**config.mk**
```make
export PLATFORM = sky130hd
export DESIGN_NAME = legacy_status_structure
export DESIGN_NICKNAME = d
export VERILOG_FILES = /design/src/verilog/legacy_status_pkg.sv /design/src/verilog/status_mask_if.sv /design/src/verilog/fault_condition_latch.sv /design/src/verilog/legacy_status_structure.sv
export SDC_FILE = /design/constraint.sdc
export NUM_CORES = 1
export LEC_CHECK = 0
export BUFFER_PORTS_ARGS = -buffer_cell sky130_fd_sc_hd__buf_2
export CAP_MARGIN = 20
export CORE_MARGIN = 8
export CORE_UTILIZATION = 25
export CTS_CLUSTER_DIAMETER = 40
export DETAILED_ROUTE_END_ITERATION = 8
export SYNTH_ARGS = -nofsm -noshare
export SYNTH_HDL_FRONTEND = slang
export SYNTH_HIERARCHICAL = 1
export SYNTH_SLANG_ARGS = --single-unit
```
**constraint.sdc**
```tcl
create_clock -name clk_sys -period 2.3 [get_ports clk_sys]
set_input_delay 0.69 -clock clk_sys [delete_from_list [all_inputs] [get_ports clk_sys]]
set_output_delay 0.69 -clock clk_sys [all_outputs]
set_load 0.005 [all_outputs]
```
**src/verilog/legacy_status_pkg.sv**
```systemverilog
// Constants and field layout for the legacy status structure
// Behaviour
// - Condition register mirrors live fault conditions
// - Shutdown-masked condition shuts load down on its rising edge
// - Latch-masked bits hold until register read
// - Summary-enable mask gates bits into system status
// - System status returned by query and poll
// - Service request only from enabled status bits
// - Shared registers behave alike for both users
// - Bits 7..4: under, over voltage, temperature, bus
// - Bits 3..0: current, power, saturation, module fault
// - All masks share condition bit positions
// - Error bit 5: command not allowed, not run
// - Error bit 4: program line too long
// - Error bit 3: unparsable number
// - Error bit 1: numeric value out of range
// - Error bit 0: unrecognised command
// - Error bits 7, 6, 2 reserved, never set
`default_nettype none
package legacy_status_pkg;
  localparam int unsigned STATUS_WIDTH       = 8;
  localparam logic [2:0]  BIT_UNDER_VOLTAGE  = 3'h7;
  localparam logic [2:0]  BIT_OVER_VOLTAGE   = 3'h6;
  localparam logic [2:0]  BIT_OVER_TEMP      = 3'h5;
  localparam logic [2:0]  BIT_BUS_ERROR      = 3'h4;
  localparam logic [2:0]  BIT_CURRENT_LIMIT  = 3'h3;
  localparam logic [2:0]  BIT_POWER_LIMIT    = 3'h2;
  localparam logic [2:0]  BIT_SATURATION     = 3'h1;
  localparam logic [2:0]  BIT_MODULE_FAULT   = 3'h0;
  localparam logic [2:0]  ERR_NOT_ALLOWED    = 3'h5;
  localparam logic [2:0]  ERR_TOO_LONG       = 3'h4;
  localparam logic [2:0]  ERR_NUMERIC        = 3'h3;
  localparam logic [2:0]  ERR_RANGE          = 3'h1;
  localparam logic [2:0]  ERR_UNRECOGNISED   = 3'h0;
  localparam logic [7:0]  ERR_VALID_BITS     = 8'h3B;
  localparam logic [7:0]  MASK_RESET         = 8'h00;
  localparam logic [7:0]  FLAGS_RESET        = 8'h00;
  // Register selectors on the command port
  typedef enum logic [2:0] {
    SEL_CONDITION = 3'b000,
    SEL_LATCH     = 3'b001,
    SEL_SHUTDOWN  = 3'b010,
    SEL_SUMMARY   = 3'b011,
    SEL_ERROR     = 3'b100,
    SEL_STATUS    = 3'b101,
    SEL_SRQ       = 3'b110
  } reg_sel_t;
endpackage : legacy_status_pkg
`default_nettype wire

```
**src/verilog/status_mask_if.sv**
```systemverilog
// Mask bundle passed from the register file to the condition logic
`timescale 1ns/10ps
`default_nettype none
interface status_mask_if;
  logic [7:0] latch_mask;
  logic [7:0] shutdown_mask;
  logic [7:0] summary_mask;
  logic       condition_read;
  logic [7:0] condition;
  logic [7:0] summary;
  logic       shutdown;
  modport regs (output latch_mask, output shutdown_mask, output summary_mask,
                output condition_read, input condition, input summary, input shutdown);
  modport cond (input latch_mask, input shutdown_mask, input summary_mask,
                input condition_read, output condition, output summary, output shutdown);
endinterface : status_mask_if
`default_nettype wire

```
**src/verilog/fault_condition_latch.sv**
```systemverilog
// Condition register with latch, shutdown and summary gating
`timescale 1ns/10ps
`default_nettype none
module fault_condition_latch (
  input  wire logic       clk_sys,
  input  wire logic       reset,
  input  wire logic       clk_en,
  input  wire logic [7:0] fault_in,
  status_mask_if.cond     m
);
  import legacy_status_pkg::*;

  logic [7:0] held;
  logic [7:0] next_held;
  logic       shutdown_q;
  logic       next_shutdown;
  logic [7:0] prev_fault;

  always_comb begin
    // Latched bit stays until a read sees the condition already gone
    next_held = (held & ~(m.condition_read ? ~fault_in : 8'h00)) | (fault_in & m.latch_mask);
    next_held = next_held & m.latch_mask;
    // Shut down on the rising edge of any shutdown-masked condition
    next_shutdown = shutdown_q | (|(fault_in & ~prev_fault & m.shutdown_mask));
  end

  always_ff @(posedge clk_sys) begin
    if (reset) begin
      held       <= FLAGS_RESET;
      shutdown_q <= 1'b0;
      prev_fault <= FLAGS_RESET;
    end else if (clk_en) begin
      held       <= next_held;
      shutdown_q <= next_shutdown;
      prev_fault <= fault_in;
    end
  end

  assign m.condition = fault_in | held;
  assign m.summary   = m.condition & m.summary_mask;
  assign m.shutdown  = shutdown_q;
endmodule : fault_condition_latch
`default_nettype wire

```
**src/verilog/legacy_status_structure.sv**
```systemverilog
// Legacy status structure: masks, error flags, status and service request
`timescale 1ns/10ps
`default_nettype none
module legacy_status_structure (
  input  wire logic                          clk_sys,
  input  wire logic                          reset,
  input  wire logic                          clk_en,
  input  wire logic [7:0]                    fault_in,
  input  wire logic                          reg_write,
  input  wire logic                          reg_read,
  input  wire legacy_status_pkg::reg_sel_t   reg_sel,
  input  wire logic [7:0]                    reg_wdata,
  output logic      [7:0]                    reg_rdata,
  input  wire logic                          serial_poll,
  input  wire logic                          err_not_allowed,
  input  wire logic                          err_too_long,
  input  wire logic                          err_numeric,
  input  wire logic                          err_range,
  input  wire logic                          err_unrecognised,
  input  wire logic                          load_on_request,
  output logic                               load_on,
  output logic                               load_shutdown,
  output logic [7:0]                         poll_byte,
  output logic                               service_request
);
  import legacy_status_pkg::*;

  status_mask_if m ();

  logic [7:0] latch_mask;
  logic [7:0] shutdown_mask;
  logic [7:0] summary_mask;
  logic [7:0] srq_mask;
  logic [7:0] err_flags;
  logic [7:0] rdata;
  logic       load_on_q;
  logic [7:0] next_latch_mask;
  logic [7:0] next_shutdown_mask;
  logic [7:0] next_summary_mask;
  logic [7:0] next_srq_mask;
  logic [7:0] next_err_flags;
  logic [7:0] next_rdata;
  logic       next_load_on;
  logic [7:0] next_poll_byte;
  logic [7:0] err_set;
  logic       err_read;

  fault_condition_latch u_cond (
    .clk_sys  (clk_sys),
    .reset    (reset),
    .clk_en   (clk_en),
    .fault_in (fault_in),
    .m        (m)
  );

  assign m.latch_mask     = latch_mask;
  assign m.shutdown_mask  = shutdown_mask;
  assign m.summary_mask   = summary_mask;
  assign m.condition_read = clk_en && reg_read && (reg_sel == SEL_CONDITION);

  always_comb begin
    err_set = 8'h00;
    err_set[ERR_NOT_ALLOWED]  = err_not_allowed;
    err_set[ERR_TOO_LONG]     = err_too_long;
    err_set[ERR_NUMERIC]      = err_numeric;
    err_set[ERR_RANGE]        = err_range;
    err_set[ERR_UNRECOGNISED] = err_unrecognised;
    err_read = reg_read && (reg_sel == SEL_ERROR);
    // Read clears, but a new error in the same cycle survives
    next_err_flags = ((err_read ? 8'h00 : err_flags) | err_set) & ERR_VALID_BITS;
    next_latch_mask    = latch_mask;
    next_shutdown_mask = shutdown_mask;
    next_summary_mask  = summary_mask;
    next_srq_mask      = srq_mask;
    if (reg_write) begin
      unique case (reg_sel)
        SEL_LATCH:    next_latch_mask    = reg_wdata;
        SEL_SHUTDOWN: next_shutdown_mask = reg_wdata;
        SEL_SUMMARY:  next_summary_mask  = reg_wdata;
        SEL_SRQ:      next_srq_mask      = reg_wdata;
        default: ;
      endcase
    end
    // Load-on refused while shut down; one flag serves both status users
    next_load_on = load_on_q;
    if (m.shutdown) begin
      next_load_on = 1'b0;
    end else if (load_on_request) begin
      next_load_on = 1'b1;
    end
    if (load_on_request && m.shutdown) begin
      next_err_flags[ERR_NOT_ALLOWED] = 1'b1;
    end
    // Poll byte is a snapshot, so a slow host sees one consistent value
    next_poll_byte = serial_poll ? m.summary : poll_byte;
    unique case (reg_sel)
      SEL_CONDITION: next_rdata = m.condition;
      SEL_LATCH:     next_rdata = latch_mask;
      SEL_SHUTDOWN:  next_rdata = shutdown_mask;
      SEL_SUMMARY:   next_rdata = summary_mask;
      SEL_ERROR:     next_rdata = err_flags;
      SEL_STATUS:    next_rdata = m.summary;
      SEL_SRQ:       next_rdata = srq_mask;
      default:       next_rdata = 8'h00;
    endcase
    if (!reg_read) begin
      next_rdata = rdata;
    end
  end

  always_ff @(posedge clk_sys) begin
    if (reset) begin
      latch_mask    <= MASK_RESET;
      shutdown_mask <= MASK_RESET;
      summary_mask  <= MASK_RESET;
      srq_mask      <= MASK_RESET;
      err_flags     <= FLAGS_RESET;
      rdata         <= FLAGS_RESET;
      load_on_q     <= 1'b0;
      poll_byte     <= FLAGS_RESET;
    end else if (clk_en) begin
      latch_mask    <= next_latch_mask;
      shutdown_mask <= next_shutdown_mask;
      summary_mask  <= next_summary_mask;
      srq_mask      <= next_srq_mask;
      err_flags     <= next_err_flags;
      rdata         <= next_rdata;
      load_on_q     <= next_load_on;
      poll_byte     <= next_poll_byte;
    end
  end

  assign reg_rdata       = rdata;
  assign load_on         = load_on_q;
  assign load_shutdown   = m.shutdown;
  assign service_request = |(m.summary & srq_mask);
endmodule : legacy_status_structure
`default_nettype wire

```
## Word level (Yosys, flattened, before mapping)

Cells that the tools add are included.

- Input bits: 31
- Register bits: 71
- Word-level logic and storage cells: 52
- Output and inout port bits: 19

- Equal/unequal tests: 6
- Reductions and logical operators: 15
- Muxes and demuxes: 6
- Bitwise gates (word level): 14

Operators with widths:

| kind | number |
|---|---|
| 8-bit AND | 7 |
| 8-bit one-hot mux with 7 select lines | 1 |
| 8-bit NOT | 3 |
| 8-bit bitwise OR | 2 |
| 8-bit OR reduction | 2 |
| 3-bit AND reduction | 4 |
| 3-bit == test, second input constant | 3 |
| 8-bit two-way mux | 1 |
| 3-bit by 2-bit == test with 1-bit output, second input constant | 2 |
| 6-bit two-way mux | 1 |
| 6-bit bitwise OR | 1 |
| 2-bit AND reduction | 3 |
| 1-bit logical AND | 4 |
| 3-bit by 1-bit == test with 1-bit output, second input constant | 1 |
| 3-bit logical NOT | 1 |
| 1-bit two-way mux | 3 |
| 2-bit nonzero test | 1 |
| 1-bit bitwise OR | 1 |

## Depth between registers and ports, before layout

- Depth in word-level cells: 7
- Depth in mapped cells: 7
- Gate-level depth less buffers: 6

## Modules after synthesis

The synthesis kept the hierarchy.

Modules (own cells, without submodules):

| module | instances | cells each | sequential area each (µm²) | area an instance (µm²) |
|---|---|---|---|---|
| legacy_status_structure | 1 | 263 | 1,081.0 | 2,518.7 |
| fault_condition_latch | 1 | 102 | 340.3 | 837.1 |

## Worst setup path after synthesis

Ideal clock, no wire load.

- Path type: input-to-output
- Start point: input port fault_in[7]
- End point: output port service_request
- Stages: 4
- Data required time: 1.610 ns
- Path buffers: 0
- Path slack: 0.174 ns
- Arrival: 1.436 ns
- Path through: or2_2 -> and2_1 -> a22oi_1 -> nand4_1

- Longest elaborated chain between the ends: 4

Ends and longest elaborated chain:

| item | line | source |
|---|---|---|
| start, declared | legacy_status_structure.sv:8 | `input wire logic [7:0] fault_in,` |
| 8-bit bitwise OR | fault_condition_latch.sv:39 | `assign m.condition = fault_in \| held;` |
| 8-bit AND | fault_condition_latch.sv:40 | `assign m.summary = m.condition & m.summary_mask;` |
| net m.summary[7] | status_mask_if.sv:10 | `logic [7:0] summary;` |
| 8-bit AND | legacy_status_structure.sv:136 | `assign service_request = \|(m.summary & srq_mask);` |
| 8-bit OR reduction | legacy_status_structure.sv:136 |  |
| end, declared | legacy_status_structure.sv:24 | `output logic service_request` |

The timed path passes the listed nets, and every way through them passes these cells.

## Worst setup path in the final report

- Start point: input port fault_in[7]
- End point: output port service_request

- Longest elaborated chain between the ends: 4

Ends and longest elaborated chain:

| item | line | source |
|---|---|---|
| 8-bit bitwise OR | fault_condition_latch.sv:39 |  |
| net m.condition[7] | status_mask_if.sv:9 | `logic [7:0] condition;` |
| 8-bit AND | fault_condition_latch.sv:40 |  |
| net m.summary[7] | status_mask_if.sv:10 |  |
| 8-bit AND | legacy_status_structure.sv:136 |  |
| 8-bit OR reduction | legacy_status_structure.sv:136 |  |

The timed path passes the listed nets, and every way through them passes these cells.

==> results.txt <==
syn_nets: 396
antenna cells: 0
htree depth: 3
R2R cell count: 6
Final Skew: 0.00792 ns
status: finished, violations left
Final Non-Filler Cells: 613
Die Width: 132 µm
vias in the first global route: 3056
Final period util: 104%
# setup viols final: 1
number of synthesized register bits: 71
All-Layer GR Usage: 12.3%
busiest grt layer: met2
Post-Synthesis Cells: 365
vias per std cell: 4.85
nets: 464
Most used DFF post-synth: dfxtp_1
WHS: 0.452 ns
initial DRC count: 162
placed cells: 596
DRC: 0
Worst-path clk slew: 0.05 ns
Placer Congestion: 0.854
GRT Residual Overflow: 0
TritonCTS clock tree: yes
GR Util met2: 21.8%
violated checks: negative setup slack
Core Region: 13200 µm²
largest net degree at the start of global routing: 39
CP Max Fanout: 2
Reg area: 1420 µm²
WP data arrival: 1.70 ns
Sink Count: 71
WL/cell: 17.2 µm
maximum root-to-sink buffer count: 2
Fillers: 1358
Synth Warn #: 6
Slew HR: 50.6%
Die ar.: 17400 µm²
Power Density: 719 nW/µm²
Yosys top cell area share: 42.4%
fmax: 419 MHz
synth top area cells: dfxtp_1 (42%), mux2i_1 (13%), nor2_1 (6.3%), nand2_1 (3.4%), a32oi_1 (2.1%)
Total Wirelength: 10.6 mm
R2R Path End: reg_rdata[3]
IO buf count: 49
RSZ-0062 raised after global routing: yes
Rows: 42
Post-synth EDFFs: 0
fraction of layout cells with a size suffix above 1: 28.6%
Pleak: 1.73 nW
global-route wire length before repair: 16.6 mm
post-route minimum period: 2.39 ns
area leader, netlist: dfxtp_1
count of pins over their slew limit: 0
mapped cell area: 3360 µm²
Hold Path Sink: poll_byte[2]
global-route track usage on met3: 3.66%
Cell variety after synth: 46
area of the multi-input gates: 1790 µm²
reg-to-reg startpoint: u_cond/held[3]
Area Growth Syn to Fin: 29.8%
HP Class: flip-flop to flip-flop
worst skew pair latency: 0.34 ns
HP Start: poll_byte[2]
vias: 2976
Startpoint Class: primary input
initial core utilization: 25.4%
cts bufs inserted: 9
Hold Fails Final Rpt: 0
Post-synth ARST share: 0%
Critical Path RT: 1.61 ns
post-route setup TNS: -0.0882 ns
register-to-register setup slack: 0.68 ns
post-route antenna net violation count: 0
Clock Root Buffer: clkbuf_16
mean area per synthesized cell: 9.19 µm²
first drt pass iteration count: 4
worst slew pin tran: 0.742 ns
Die Y: 132 µm
initial antenna violation count: 2
PnR worst setup slack: -0.0882 ns
max cap viols: 0
peak supply drop: 0.325 mV
Crit Path Class: primary input to output pin
Min-Delay Path Depth: 2
sequential-to-total area share from yosys stat: 42.4%
dpl ws: -0.283 ns
total power: 3.13 mW
met1 global-route usage: 12.9%
hpwl dp: 8.04 mm
I/O pin cnt: 50
CP endpoint kind: output pin
-- cells in the final DEF, fill, tap and decap left out, types with 2 or more instances in the layout --
cell type	instances
a221oi_1	5
or2_4	8
a222oi_1	2
nand2_2	2
or3_1	2
nor2_1	56
clkbuf_16	9
mux2i_1	45
a22o_1	4
a22oi_1	5
nand4b_1	2
buf_12	2
nand2_1	30
a32oi_1	8
o22ai_1	5
nand3_1	8
a21boi_0	2
inv_1	15
buf_2	45
mux4_2	3
nor2b_1	2
clkinv_4	2
a221o_1	2
bufinv_16	3
buf_6	2
and2_4	8
nand3b_1	4
a21o_1	2
o221ai_1	3
dfxtp_1	71
o21ai_0	14
a22oi_2	4
nand2b_1	2
buf_4	30
nor3_4	2
o2bb2ai_1	2
a21oi_1	11
-- cells by family after synthesis --
family                 share of synthesized area (%)
flip-flops                                      42.4
buffers and inverters                           6.19
AO/OA/AOI/OAI                                   15.8
multiplexers                                    16.2
AND/OR/NAND/NOR                                 19.4
-- power breakdown --
part	leakage [nW]	total, mW	internal [mW]	switching (mW)
Clock	0.163	1.58	1.06	0.524
Sequential	0.576	1.28	1.26	0.0208
Combinational	0.993	0.270	0.120	0.150
Total	1.73	3.13	2.43	0.695
-- state kept, by name, indices dropped and copies added (netlist names), 5 cells and up --
name and flops:
u_cond/prev_fault 8, reg_rdata 8, m.summary_mask 8, err_flags 5, srq_mask 8, u_cond/held 8
poll_byte 8, latch_mask 8, m.shutdown_mask 8
-- worst max-delay path: stages --
cell and delay, ns:
buf_8 0.10, or2_4 0.22, and2_4 0.16, a22oi_2 0.18
nand4_1 0.17, buf_2 0.18
-- cells in the mapped netlist (all sizes together) (3+ instances only) --
| cell type | instances |
|---|---|
| o22ai | 5 |
| and2 | 9 |
| nand2b | 3 |
| dfxtp | 71 |
| or2 | 9 |
| a22oi | 9 |
| a32oi | 8 |
| mux2i | 45 |
| mux4 | 4 |
| clkbuf | 9 |
| o21ai | 14 |
| inv | 15 |
| nor3 | 3 |
| nand3 | 8 |
| buf | 14 |
| o221ai | 3 |
| nand2 | 32 |
| a22o | 4 |
| a21oi | 11 |
| nand3b | 4 |
| a221oi | 6 |
| nor2 | 56 |
-- metal layers --
layer / vias up / part of all wire (%) / wire length, µm
li1: 1435 / - / -
met1: 1445 / 40 / 4270
met2: 62 / 52 / 5450
met3: 30 / 4.4 / 463
met4: 4 / 3.3 / 348
met5: - / 0.21 / 22
-- how the worst max path moves through the flow --
stage | slack (ns) | start | endpoint | depth (start not counted)
after floorplan | 0.17 | fault_in[7] | service_request | 4
after CTS | -0.07 | fault_in[7] | service_request | 6
final | -0.09 | fault_in[7] | service_request | 6
after global placement | -0.31 | fault_in[7] | service_request | 6
after global routing | -0.15 | fault_in[7] | service_request | 6
after detailed placement | -0.28 | fault_in[7] | service_request | 6
-- timing repair --
action	in CTS	in global routing
buffers inserted	1	1
pin swaps	12	3
hold buffers	0	0
setup endpoints to repair	1	1
resized for setup	26	1
-- metrics by stage --
step | instance area [µm²] | utilization, %
3_5_place_dp | 3920 | 29.7
6_report | 4360 | 33.0
4_1_cts | 4340 | 32.9
3_3_place_gp | 3920 | 29.7
5_1_grt | 4360 | 33.0
2_1_floorplan | 3360 | -
-- cell type report --
class,instances,area share (%)
multi-input cells,256,41.2
flip-flops and latches,71,32.6
repair buffers,80,12.1
clock buffers,10,5.26
well taps,176,5.06
clock inverters,5,2.47
inverters,15,1.29
(Power assumes the default switching activity.)
